## config.mk

```make
export PLATFORM = sky130hd
export DESIGN_NAME = wakirq_top
export DESIGN_NICKNAME = d
export VERILOG_FILES = /design/src/shared/wakirq_pkg.sv /design/src/shared/wakirq_evt_if.sv /design/src/hdl/wakirq_top.sv /design/src/hdl/wakirq_filter.sv /design/src/hdl/wakirq_pulse.sv
export SDC_FILE = /design/constraint.sdc
export NUM_CORES = 1
export LEC_CHECK = 0
export ABC_AREA = 0
export BUFFER_PORTS_ARGS = -buffer_cell sky130_fd_sc_hd__buf_2
export CORE_MARGIN = 8
export CORE_UTILIZATION = 45
export CTS_CLUSTER_DIAMETER = 150
export DETAILED_ROUTE_END_ITERATION = 6
export PLACE_DENSITY = 0.67
export SYNTH_ARGS = -nofsm -noshare
export SYNTH_HDL_FRONTEND = slang
export SYNTH_SLANG_ARGS = --single-unit
```

## constraint.sdc

```tcl
create_clock -name mclk -period 2.3 [get_ports mclk]
set_clock_uncertainty 0.15 [all_clocks]
set_input_delay 0.345 -clock mclk [delete_from_list [all_inputs] [get_ports mclk]]
set_output_delay 0.345 -clock mclk [all_outputs]
set_load 0.02 [all_outputs]
```

## src/shared/wakirq_pkg.sv

```systemverilog
package wakirq_pkg;
	// event vector layout, one bit per main-logic source
	localparam int unsigned NUM_SRC = 23;
	localparam int unsigned EV_SUP_UV7 = 0;
	localparam int unsigned EV_SUP_UVH = 1;
	localparam int unsigned EV_SUP_UVL = 2;
	localparam int unsigned EV_BIAS_UVH = 3;
	localparam int unsigned EV_PRE_OC = 4;
	localparam int unsigned EV_PRE_OV = 5;
	localparam int unsigned EV_PRE_UVH = 6;
	localparam int unsigned EV_BUCK_BASE = 7;
	localparam int unsigned EV_STEP_TSD = 13;
	localparam int unsigned EV_STEP_OV = 14;
	localparam int unsigned EV_STEP_UVH = 15;
	localparam int unsigned EV_LDO_BASE = 16;
	localparam int unsigned EV_WAKE_A = 20;
	localparam int unsigned EV_WAKE_B = 21;
	localparam int unsigned EV_LINK = 22;
	// register indices
	localparam logic [3:0] ADDR_STATUS = 4'h0;
	localparam logic [3:0] ADDR_MASK = 4'h1;
	localparam logic [3:0] ADDR_INHIBIT = 4'h2;
	localparam logic [3:0] ADDR_WAKE = 4'h3;
	localparam logic [3:0] ADDR_CTRL = 4'h4;
	localparam logic [22:0] MASK_RST = 23'h7fffff;
	localparam logic [22:0] INHIBIT_RST = 23'h000000;
	// timing
	localparam int unsigned CLK_MHZ = 100;
	localparam int unsigned WAKE_FILT_US = 70;
	localparam int unsigned WAKE_FILT_CYC = WAKE_FILT_US * CLK_MHZ;
	localparam int unsigned PULSE_US = 100;
	localparam int unsigned PULSE_CYC = PULSE_US * CLK_MHZ;
	localparam int unsigned CNT_W = 14;
endpackage

```

## src/shared/wakirq_evt_if.sv

```systemverilog
`timescale 1ns/10ps
// event hand-off from pulse engine request side
interface wakirq_evt_if;
	logic req; // one-cycle event request
	logic busy; // pulse in progress
	logic pin_oe; // drive pin low
	modport src (output req, input busy, input pin_oe);
	modport gen (input req, output busy, output pin_oe);
endinterface // wakirq_evt_if

```

## src/hdl/wakirq_top.sv

```systemverilog
// The register offsets and the plain strobed port are this design's own decisions.
`timescale 1ns/10ps
// wake qualification and main interrupt signalling
module wakirq_top (
	input wire logic mclk,
	input wire logic rst,
	input wire logic level_input_a_hi,
	input wire logic level_input_a_lo,
	input wire logic level_input_a_alo,
	input wire logic level_input_b_hi,
	input wire logic level_input_b_lo,
	input wire logic level_input_b_alo,
	input wire logic standby_mode,
	input wire logic [22:0] fault_evt,
	input wire logic [3:0] reg_addr,
	input wire logic [31:0] reg_wdata,
	input wire logic reg_wr,
	input wire logic reg_rd,
	output logic [31:0] reg_rdata,
	output logic irq_pulse_out_n_o,
	output logic irq_pulse_out_n_oe,
	output logic bias_on,
	output logic level_state_a,
	output logic level_state_b,
	output logic irq
);
	wakirq_evt_if evt ();
	logic wake_a_chg; // filtered transition strobes
	logic wake_b_chg;
	logic aa1_r, aa2_r, ab1_r, ab2_r; // analog-low syncs
	logic sb1_r, sb2_r; // standby sync
	logic bias_r;
	logic [22:0] status_r; // sticky events
	logic [22:0] mask_r; // irq output mask, 1 = enabled
	logic [22:0] inhibit_r; // per-source pin inhibit
	logic [22:0] pend_r; // events waiting for a pulse
	logic [22:0] ev_all;
	logic [22:0] ev_pin;
	logic [22:0] w1c;
	logic link_sw_r; // software-raised link fault
	logic [31:0] rdata_r;

	// per-input level filters
	wakirq_filter #(.FILT_CYC(wakirq_pkg::WAKE_FILT_CYC)) u_fa (
		.mclk(mclk),
		.rst(rst),
		.raw_hi(level_input_a_hi),
		.raw_lo(level_input_a_lo),
		.state(level_state_a),
		.changed(wake_a_chg)
	);
	wakirq_filter #(.FILT_CYC(wakirq_pkg::WAKE_FILT_CYC)) u_fb (
		.mclk(mclk),
		.rst(rst),
		.raw_hi(level_input_b_hi),
		.raw_lo(level_input_b_lo),
		.state(level_state_b),
		.changed(wake_b_chg)
	);
	wakirq_pulse u_pulse (
		.mclk(mclk),
		.rst(rst),
		.evt(evt.gen)
	);

	// sync analog-low comparators and standby flag
	always_ff @(posedge mclk) begin
		if (rst) begin
			aa1_r <= 1'b0;
			aa2_r <= 1'b0;
			ab1_r <= 1'b0;
			ab2_r <= 1'b0;
			sb1_r <= 1'b0;
			sb2_r <= 1'b0;
		end else begin
			aa1_r <= level_input_a_alo;
			aa2_r <= aa1_r;
			ab1_r <= level_input_b_alo;
			ab2_r <= ab1_r;
			sb1_r <= standby_mode;
			sb2_r <= sb1_r;
		end
	end

	// bias control: start wins over stop
	always_ff @(posedge mclk) begin
		if (rst) begin
			bias_r <= 1'b0;
		end else if (level_state_a || level_state_b) begin
			bias_r <= 1'b1;
		end else if (sb2_r && aa2_r && ab2_r) begin
			bias_r <= 1'b0;
		end
	end
	assign bias_on = bias_r;

	// event vector: faults from analog, wake edges, link errors
	always_comb begin
		ev_all = fault_evt;
		ev_all[wakirq_pkg::EV_WAKE_A] = wake_a_chg;
		ev_all[wakirq_pkg::EV_WAKE_B] = wake_b_chg;
		ev_all[wakirq_pkg::EV_LINK] = fault_evt[wakirq_pkg::EV_LINK] | link_sw_r;
	end
	assign ev_pin = ev_all & ~inhibit_r;

	// write-one-to-clear decode
	always_comb begin
		w1c = '0;
		if (reg_wr && reg_addr == wakirq_pkg::ADDR_STATUS) begin
			w1c = reg_wdata[22:0];
		end
	end

	// sticky status, new event beats the clear
	always_ff @(posedge mclk) begin
		if (rst) begin
			status_r <= '0;
		end else begin
			status_r <= (status_r & ~w1c) | ev_all;
		end
	end

	// pending pulses: events queued while busy share one pulse
	always_ff @(posedge mclk) begin
		if (rst) begin
			pend_r <= '0;
		end else if (!evt.busy && pend_r != 23'h000000) begin
			pend_r <= ev_pin;
		end else begin
			pend_r <= pend_r | ev_pin;
		end
	end
	// a pending bit whose source later gets inhibited still fires once
	assign evt.req = !evt.busy && (pend_r != 23'h000000);

	// control registers
	always_ff @(posedge mclk) begin
		if (rst) begin
			mask_r <= wakirq_pkg::MASK_RST;
			inhibit_r <= wakirq_pkg::INHIBIT_RST;
			link_sw_r <= 1'b0;
		end else begin
			link_sw_r <= 1'b0;
			if (reg_wr) begin
				case (reg_addr)
					wakirq_pkg::ADDR_MASK: mask_r <= reg_wdata[22:0];
					wakirq_pkg::ADDR_INHIBIT: inhibit_r <= reg_wdata[22:0];
					wakirq_pkg::ADDR_CTRL: link_sw_r <= reg_wdata[0];
					default: ;
				endcase
			end
		end
	end

	// read mux, data valid the cycle after the strobe
	always_ff @(posedge mclk) begin
		if (rst) begin
			rdata_r <= '0;
		end else if (reg_rd) begin
			case (reg_addr)
				wakirq_pkg::ADDR_STATUS: rdata_r <= {9'h000, status_r};
				wakirq_pkg::ADDR_MASK: rdata_r <= {9'h000, mask_r};
				wakirq_pkg::ADDR_INHIBIT: rdata_r <= {9'h000, inhibit_r};
				wakirq_pkg::ADDR_WAKE: rdata_r <= {28'h0000000, evt.busy, bias_r,
					level_state_b, level_state_a};
				default: rdata_r <= '0;
			endcase
		end else begin
			rdata_r <= '0;
		end
	end
	assign reg_rdata = rdata_r;

	// pin: output value is always low, enable does the pulling
	assign irq_pulse_out_n_o = 1'b0;
	assign irq_pulse_out_n_oe = evt.pin_oe;
	assign irq = |(status_r & mask_r);
endmodule // wakirq_top

```

## src/hdl/wakirq_filter.sv

```systemverilog
`timescale 1ns/10ps
// level filter for one wake input
module wakirq_filter #(
	parameter int unsigned FILT_CYC = 7000
) (
	input wire logic mclk,
	input wire logic rst,
	input wire logic raw_hi,
	input wire logic raw_lo,
	output logic state,
	output logic changed
);
	logic s1_r; // sync stage one
	logic s2_r; // sync stage two
	logic l1_r;
	logic l2_r;
	logic [13:0] cnt_r; // stable counter
	logic state_r;
	logic want;
	// two-flop synchronisers for the comparator outputs
	always_ff @(posedge mclk) begin
		if (rst) begin
			s1_r <= 1'b0;
			s2_r <= 1'b0;
			l1_r <= 1'b1;
			l2_r <= 1'b1;
		end else begin
			s1_r <= raw_hi;
			s2_r <= s1_r;
			l1_r <= raw_lo;
			l2_r <= l1_r;
		end
	end
	// hysteresis: high needs high comparator, low needs low comparator
	always_comb begin
		want = state_r;
		if (s2_r) begin
			want = 1'b1;
		end else if (l2_r) begin
			want = 1'b0;
		end
	end
	// short glitches restart the counter and never reach the state
	always_ff @(posedge mclk) begin
		if (rst) begin
			cnt_r <= 14'h0000;
			state_r <= 1'b0;
			changed <= 1'b0;
		end else begin
			changed <= 1'b0;
			if (want == state_r) begin
				cnt_r <= 14'h0000;
			end else if (cnt_r == 14'(FILT_CYC - 1)) begin
				cnt_r <= 14'h0000;
				state_r <= want;
				changed <= 1'b1;
			end else begin
				cnt_r <= cnt_r + 14'h0001;
			end
		end
	end
	assign state = state_r;
endmodule // wakirq_filter

```

## src/hdl/wakirq_pulse.sv

```systemverilog
`timescale 1ns/10ps
// fixed-length low pulse generator for the interrupt pin
module wakirq_pulse (
	input wire logic mclk,
	input wire logic rst,
	wakirq_evt_if.gen evt
);
	typedef enum logic [1:0] {
		WPS_IDLE = 2'b01,
		WPS_LOW = 2'b10
	} wakirq_pst_t;
	wakirq_pst_t st_r;
	logic [wakirq_pkg::CNT_W-1:0] cnt_r;
	// one request opens one pulse of fixed width
	always_ff @(posedge mclk) begin
		if (rst) begin
			st_r <= WPS_IDLE;
			cnt_r <= '0;
		end else begin
			case (st_r)
				WPS_IDLE: begin
					if (evt.req) begin
						st_r <= WPS_LOW;
						cnt_r <= '0;
					end
				end
				WPS_LOW: begin
					if (cnt_r == wakirq_pkg::CNT_W'(wakirq_pkg::PULSE_CYC - 1)) begin
						st_r <= WPS_IDLE;
					end else begin
						cnt_r <= cnt_r + 1'b1;
					end
				end
				default: st_r <= WPS_IDLE;
			endcase
		end
	end
	// open drain: only ever pull low, pull-up does the rest
	assign evt.pin_oe = (st_r == WPS_LOW);
	assign evt.busy = (st_r == WPS_LOW);
endmodule // wakirq_pulse

```

==> flow_summary.toml, run 1 <==
[run_status]
outcome = "finished clean"

[clocking]
clk_pin_slew_ns = 0.07
htreeDepth = 4
cts_tree = "done"
cts_root_buf = "clkbuf_16"
clkLatencyLatePin_ns = 0.43
clockBufferDepth = 2
clock-sinks = 179
numCtsBuffers = 17

[cells_and_area]
diodes = 0
final_common_cell = "dfxtp_1"
fill_cells = 1478
final_util_pct = 53.99
nets = 983
layout-drive-gt1-share_pct = 16.25
final_cells = 1139
design_area_um2 = 8452
layout_common_cells = "179 x dfxtp_1, 95 x nand2_1, 89 x nor2_1"
area_growth_pct = 18.57

[place]
dp.cells = 1097
gp_congestion = 0.8462
placed_area_um2 = 7782
io_buffers = 86
hpwlAfterDp_mm = 12.12

[die]
rows = 46
start_util_pct = 45.53
core_um2 = 15660
pin_count = 108
dieHeight_um = 141.9
die-area_um2 = 20120
die_w_um = 141.9

[min_path]
hold_depth = 3
hold_path.class = "primary input to flip-flop"

[detailed_routing]
initialDrtViolationCount = 335
routedWlPerCell_um = 15.49
first_pass_iters = 5
vias_per_cell = 5.149
ant_nets = 0
drc = 0
finalWirelength_mm = 17.65
route.vias.total = 5865

[setup_path]
path_class = "flip-flop to output port"
startpoint = "status_r[13]"
slowest_stage = "a222oi_1"
reg2reg_to = "u_fa.cnt_r[13]"
crit_fanout = 3
r2r_start = "u_fa.cnt_r[3]"
critPathRequiredTime_ns = 1.80
crit_path_end = "irq"
rrSetupSlack_ns = 0.23
worstSetupEndpointType = "output port"
cp_cell_sequence = "a222oi_1 -> nand3_1 -> nor2_1 -> nand4_1 -> buf_2"
r2r_cells = 4
cpPeakStageDelay_ns = 0.41
arrival_ns = 1.74
critPathLaunchType = "flip-flop"

[flow_run]
maxCapViolCount = 0

[logic_synthesis]
yosys.area.top_type_share_pct = 50.27
syn_avg_cell_area_um2 = 8.725
netlist_instances = 817
synth_area_leaders = "dfxtp_1 50%, nand2_1 5.0%, a21oi_1 4.8%"
yosys.area.top_type = "dfxtp_1"
synth_cell_types = 52
async_flop_share_pct = 0
synthFlopType = "dfxtp_1"
synth-edff-count = 0
syn_area_um2 = 7128
yosys_warnings = 0
ys_seq_area_share_pct = 50.27
ys_ff_latch = 179

[timing]
drv_slew = 0
fin_crit_sh_pct = 97.32
rsz0062_at_grt = "yes"
fin_tns_setup_ns = 0
finalSetupViolations = 0
tightest_slew_ns = 0.8746
slew-limit-headroom_pct = 41.69
fmax_mhz = 446.8
hold_viol_final = 0
period_needed_ns = 2.238

[grt]
gr-total-overflow = 0
grt_pass1_wl_mm = 28.74
track_usage_pct = 18.12
grt_pass1_vias = 5710
grt_max_degree = 60
antenna_found_initial = 0

[pwr]
p_per_area_nw_per_um2 = 768.9
cellLeakagePower_nw = 3.433
finalPower_mw = 6.498
worst_ir_drop_vdd_uv = 498.5
## metal layers
layer	share of wire, %	global-route usage (%)
met4	1.4	7.123
met1	44	21.35
met2	49	31.11
met3	5.7	4.402
met5	0	0
## Yosys cell counts (all sizes together) (5+ instances only)
library cell and n:
nor2 89, a22oi 8, xnor2 28, a2bb2oi 8
dfxtp 179, nor4 12, inv 60, mux2i 19
a21oi 69, nor3 20, o211ai 24, or2 5
nand3 19, nor2b 18, buf 20, o32ai 15
nand4 9, or4 9, clkbuf 31, nand2 95
o21ai 32
## logic make-up (layout without fill, tap and decap cells)
logic type	Yosys count	after routing	share of synthesized area (%)
AND/OR/NAND/NOR	301	301	20.19
flip-flops	179	179	50.27
AO/OA/AOI/OAI	166	166	14.48
buffers and inverters	112	209	6.617
XOR/XNOR	32	32	3.932
multiplexers	23	23	3.932
adder cells (fa/ha/maj)	3	3	0.5266
other	1	10	0.05261
## stage by stage
stage	hold slack (ns)	setup slack [ns]
floorplan	0.2395	0.3044
global placement	0.2431	0.2385
detailed placement	0.2432	0.2166
CTS	0.002174	0.04861
global route	0.002404	-0.07730
finish	0.01522	0.06174
## critical path, delay by kind of cell (launching register included)
family,cells,cell delay [ns]
AO/OA/AOI/OAI,1,0.41
buffers and inverters,1,0.20
flip-flops,1,0.32
AND/OR/NAND/NOR,3,0.38
## repair_timing
item,in CTS,in global routing
hold endpoints to repair,10,0
setup buffers,0,0
resized for setup,0,0
endpoints found under the setup margin,0,1
hold buffers,10,0
## worst min-delay path by stage
stage                       start             to  slack [ns]
global route         reg_wdata[4]   inhibit_r[4]       0.002
floorplan               u_fa.l1_r      u_fa.l2_r        0.24
finish               reg_wdata[4]   inhibit_r[4]        0.02
global placement        u_fb.l1_r      u_fb.l2_r        0.24
CTS                 reg_wdata[15]  inhibit_r[15]       0.002
detailed placement      u_fa.l1_r      u_fa.l2_r        0.24
## power by group
part	total, mW	switching (mW)	leakage (nW)	internal [mW]
sequential	3.25	0.0580	1.46	3.19
combinational	0.463	0.276	1.70	0.187
clock	2.79	1.25	0.272	1.54
## flip-flops by register name (all words and copies together) (netlist names), 2 cells and up
signal	count
u_pulse.cnt_r	14
inhibit_r	23
reg_rdata	23
u_pulse.st_r	2
pend_r	23
status_r	23
mask_r	23
u_fb.cnt_r	14
u_fa.cnt_r	14
## cell type report
| class | instances | area (um2) | share of cell area [%] |
|---|---|---|---|
| flip-flops and latches | 179 | 3583 | 42.40 |
| multi-input cells | 535 | 3107 | 36.76 |
| repair buffers | 116 | 693.2 | 8.201 |
| clock buffers | 19 | 442.9 | 5.241 |
| well taps | 216 | 270.3 | 3.198 |
| inverters | 61 | 229.0 | 2.709 |
| clock inverters | 13 | 126.4 | 1.495 |
(Power assumes the default switching activity.)
==> run 2, diff against run 1 <==
--- a/config.mk
+++ b/config.mk
@@ -11,6 +11,7 @@
 export CORE_UTILIZATION = 45
 export CTS_CLUSTER_DIAMETER = 150
 export DETAILED_ROUTE_END_ITERATION = 6
+export MAX_ROUTING_LAYER = met4
 export PLACE_DENSITY = 0.67
 export SYNTH_ARGS = -nofsm -noshare
 export SYNTH_HDL_FRONTEND = slang
==> flow_summary.toml, run 2 (synthesis gave the netlist of run 1 again) <==
[run_status]
outcome = "finished clean"

[timing]
fmax_mhz = 446.0
period_needed_ns = 2.242
slew-limit-headroom_pct = 41.35
fin_crit_sh_pct = 97.49
tightest_slew_ns = 0.8797
finalSetupViolations = 0
rsz0062_at_grt = "yes"
drv_slew = 0
hold_viol_final = 0

[min_path]
hold_path.class = "primary input to flip-flop"
whs_endpoint = "inhibit_r[4]"
hold_depth = 3
min_from = "reg_wdata[4]"

[setup_path]
arrival_ns = 1.75
cpLargestDelayFamily = "compound AO/OA/AOI/OAI gates"
reg2reg_to = "u_fa.cnt_r[13]"
worstSetupEndpointType = "output port"
cpPeakStageDelay_ns = 0.42
cp_cell_sequence = "a222oi_1 -> nand3_1 -> nor2_1 -> nand4_1 -> buf_2"
crit_buf_inv = 1
critPathRequiredTime_ns = 1.80
r2r_cells = 4
rrSetupSlack_ns = 0.23
crit_fanout = 3
path_class = "flip-flop to output port"
slowest_stage = "a222oi_1"
critPathLaunchType = "flip-flop"
r2r_start = "u_fa.cnt_r[3]"

[place]
dp.cells = 1097
io_buffers = 86
hpwlAfterDp_mm = 12.12
gp_congestion = 0.8594
placed_area_um2 = 7782

[cells_and_area]
final_common_cell = "dfxtp_1"
nets = 983
layout-drive-gt1-share_pct = 16.25
diodes = 0
layout_common_cells = "179 x dfxtp_1, 95 x nand2_1, 89 x nor2_1"
area_growth_pct = 18.57
final_cells = 1139
design_area_um2 = 8452
fill_cells = 1478

[detailed_routing]
routedWlPerCell_um = 15.47
drc = 0
vias_per_cell = 5.154
first_pass_iters = 5
ant_nets = 0
initialDrtViolationCount = 339
route.vias.total = 5870
finalWirelength_mm = 17.62

[die]
die_w_um = 141.9
start_util_pct = 45.53
rows = 46
pin_count = 108
core_um2 = 15660
dieHeight_um = 141.9
die-area_um2 = 20120

[clocking]
numCtsBuffers = 17
clockBufferDepth = 2
postCtsSetupRepairBufs = 0
htreeDepth = 4
clkLatencyLatePin_ns = 0.43
cts_root_buf = "clkbuf_16"
clock-sinks = 179
clk_pin_slew_ns = 0.07
cts_resized = 0
cts_tree = "done"

[pwr]
worst_ir_drop_vdd_uv = 495.8
finalPower_mw = 6.495
cellLeakagePower_nw = 3.433
p_per_area_nw_per_um2 = 768.5

[grt]
grt_max_degree = 60
grt_pass1_vias = 5711
track_usage_pct = 18.61
gr-total-overflow = 0
antenna_found_initial = 0
grt_pass1_wl_mm = 28.72

[flow_run]
maxCapViolCount = 0
[run 2: how the worst max path moves through the flow]
stage / start / endpoint / cells past startpoint
3_5_place_dp: u_fb.cnt_r[7] / u_fb.cnt_r[11] / 4
3_3_place_gp: u_fb.cnt_r[7] / u_fb.cnt_r[9] / 4
4_1_cts: status_r[13] / irq / 5
5_1_grt: status_r[13] / irq / 5
6_report: status_r[13] / irq / 5
2_1_floorplan: u_fa.cnt_r[3] / u_fa.cnt_r[10] / 5
[run 2: area by class of cell]
class	instances	area [um2]	area share, %
clock buffer	19	442.9	5.241
clock inverter	13	126.4	1.495
inverter	61	229.0	2.709
multi-input combinational	535	3107	36.76
sequential	179	3583	42.40
tap	216	270.3	3.198
timing repair buffer	116	693.2	8.201
[run 2: metrics by stage]
stage	utilization (%)	setup slack (ns)	hold WS [ns]	TNS [ns]
after floorplan	-	0.3044	0.2395	0
after global placement	49.71	0.2385	0.2431	0
after detailed placement	49.71	0.2166	0.2432	0
after CTS	53.99	0.04861	0.002174	0
after global routing	53.99	-0.07730	0.002404	-0.07730
final	53.99	0.05782	0.01927	0
[run 2: power by group]
part           total (mW)  switching (mW)  internal, mW  leakage (nW)
Combinational       0.464           0.277         0.187          1.70
Sequential           3.25          0.0580          3.19          1.46
Clock                2.79            1.25          1.54         0.272
[run 2: what timing repair did]
action | 4_1_cts | 5_1_grt
hold buffers | 10 | 0
endpoints found under the hold margin | 10 | 0
setup endpoints to repair | 0 | 1
[run 2: tightest hold or removal path: cells and delay by family]
family,cells,cell delay [ns]
compound gates,1,0.05
buf+inv,1,0.10
simple gates,1,0.05
[run 2: layer usage]
layer / track usage, % / part of all wire (%)
met5: - / 0
met4: 7.123 / 1.7
met3: 4.066 / 4.9
met2: 31.11 / 49
met1: 21.52 / 44
==> run 3, diff against run 2 <==
--- a/config.mk
+++ b/config.mk
@@ -8,11 +8,11 @@
 export ABC_AREA = 0
 export BUFFER_PORTS_ARGS = -buffer_cell sky130_fd_sc_hd__buf_2
 export CORE_MARGIN = 8
-export CORE_UTILIZATION = 45
+export CORE_UTILIZATION = 55
 export CTS_CLUSTER_DIAMETER = 150
 export DETAILED_ROUTE_END_ITERATION = 6
 export MAX_ROUTING_LAYER = met4
-export PLACE_DENSITY = 0.67
+export PLACE_DENSITY = 0.79
 export SYNTH_ARGS = -nofsm -noshare
 export SYNTH_HDL_FRONTEND = slang
 export SYNTH_SLANG_ARGS = --single-unit
==> flow_summary.toml, run 3 (synthesis gave the netlist of run 1 again) <==
[min_path]
hold_path.class = "primary input to flip-flop"
hold_depth = 3

[pwr]
p_per_area_nw_per_um2 = 783.5
worst_ir_drop_vdd_uv = 509.9
finalPower_mw = 6.595
cellLeakagePower_nw = 3.443

[timing]
slew-limit-headroom_pct = 41.41
drv_slew = 0
fin_crit_sh_pct = 97.35
period_needed_ns = 2.239
finalSetupViolations = 0
tightest_slew_ns = 0.8788
fin_ws_ns = 0.06100
fmax_mhz = 446.6
hold_viol_final = 0
rsz0062_at_grt = "yes"

[cells_and_area]
layout_common_cells = "179 x dfxtp_1, 95 x nand2_1, 89 x nor2_1"
area_growth_pct = 18.10
design_area_um2 = 8418
final_cells = 1095
layout-drive-gt1-share_pct = 16.18
fill_cells = 1065
final_common_cell = "dfxtp_1"
final_util_pct = 66.71
nets = 981

[detailed_routing]
finalWirelength_mm = 17.63
routedWlPerCell_um = 16.10
drc = 0
vias_per_cell = 5.486
first_pass_iters = 5
route.vias.total = 6007
ant_nets = 0
initialDrtViolationCount = 514

[setup_path]
worstSetupEndpointType = "output port"
cp_cell_sequence = "a222oi_1 -> nand3_1 -> nor2_1 -> nand4_1 -> buf_2"
r2r_cells = 4
cpPeakStageDelay_ns = 0.41
slowest_stage = "a222oi_1"
crit_fanout = 3
arrival_ns = 1.74
critPathLaunchType = "flip-flop"
critPathRequiredTime_ns = 1.80
path_class = "flip-flop to output port"

[grt]
antenna_found_initial = 2
grt_max_degree = 96
grt_pass1_wl_mm = 28.30
track_usage_pct = 22.09
grt_pass1_vias = 5671
gr-total-overflow = 0

[die]
start_util_pct = 56.48
rows = 41
dieHeight_um = 129.8
pin_count = 108
core_um2 = 12620
die_w_um = 129.8
die-area_um2 = 16860

[run_status]
outcome = "finished clean"

[flow_run]
maxCapViolCount = 0

[place]
placed_area_um2 = 7727
dp.cells = 1053
hpwlAfterDp_mm = 11.78
io_buffers = 86
gp_congestion = 0.8974
place_ws_ns = 0.2270

[clocking]
htreeDepth = 4
clk_pin_slew_ns = 0.06
cts_tree = "done"
cts_resized = 0
postCtsSetupRepairBufs = 0
cts_root_buf = "clkbuf_16"
numCtsBuffers = 17
clkLatencyLatePin_ns = 0.43
clockBufferDepth = 2
clock-sinks = 179
run 3: per-layer routing:
metal	track usage (%)	up-vias	part of all wire (%)
met5	-	-	0
met4	6.831	0	1.8
met3	5.957	28	6.2
met2	36.78	165	49
met1	25.58	2848	43
li1	-	2966	-
run 3: worst paths after layout:
check,from,to,slack (ns)
max,status_r[13],irq,0.06
min,fault_evt[0],status_r[0],0.009
max reg2reg,u_fa.cnt_r[3],u_fa.cnt_r[4],0.21
min reg2reg,u_fb.l1_r,u_fb.l2_r,0.26
run 3: repair_timing:
action / 4_1_cts / 5_1_grt
endpoints found under the setup margin: 0 / 1
endpoints found under the hold margin: 8 / 0
hold buffers: 8 / 0
run 3: area by class of cell:
class	instances	area (um2)	share of cell area [%]
antenna	2	5.005	0.05945
clock buffer	27	543.0	6.451
clock inverter	5	62.56	0.7432
inverter	61	229.0	2.720
multi-input combinational	535	3107	36.91
sequential	179	3583	42.57
tap	172	215.2	2.556
timing repair buffer	114	673.1	7.996
run 3: worst max-delay path: cells and delay by family (launching register included):
family                 cells  cell delay [ns]
flip-flops                 1             0.32
buffers and inverters      1             0.20
AND/OR/NAND/NOR            3             0.40
AO/OA/AOI/OAI              1             0.41
run 3: where the power goes:
group | switching [mW] | leakage (nW) | internal, mW | total [mW]
registers | 0.0603 | 1.46 | 3.19 | 3.25
clock network | 1.16 | 0.292 | 1.73 | 2.89
logic | 0.275 | 1.69 | 0.186 | 0.461
total | 1.49 | 3.44 | 5.10 | 6.60
run 3: through the flow:
| stage | TNS (ns) | hold WS, ns |
|---|---|---|
| 3_3_place_gp | 0 | 0.2407 |
| 3_5_place_dp | 0 | 0.2487 |
| 5_1_grt | -0.04421 | 0.004428 |
| 2_1_floorplan | 0 | 0.2395 |
| 4_1_cts | 0 | 0.0008261 |
| 6_report | 0 | 0.009255 |
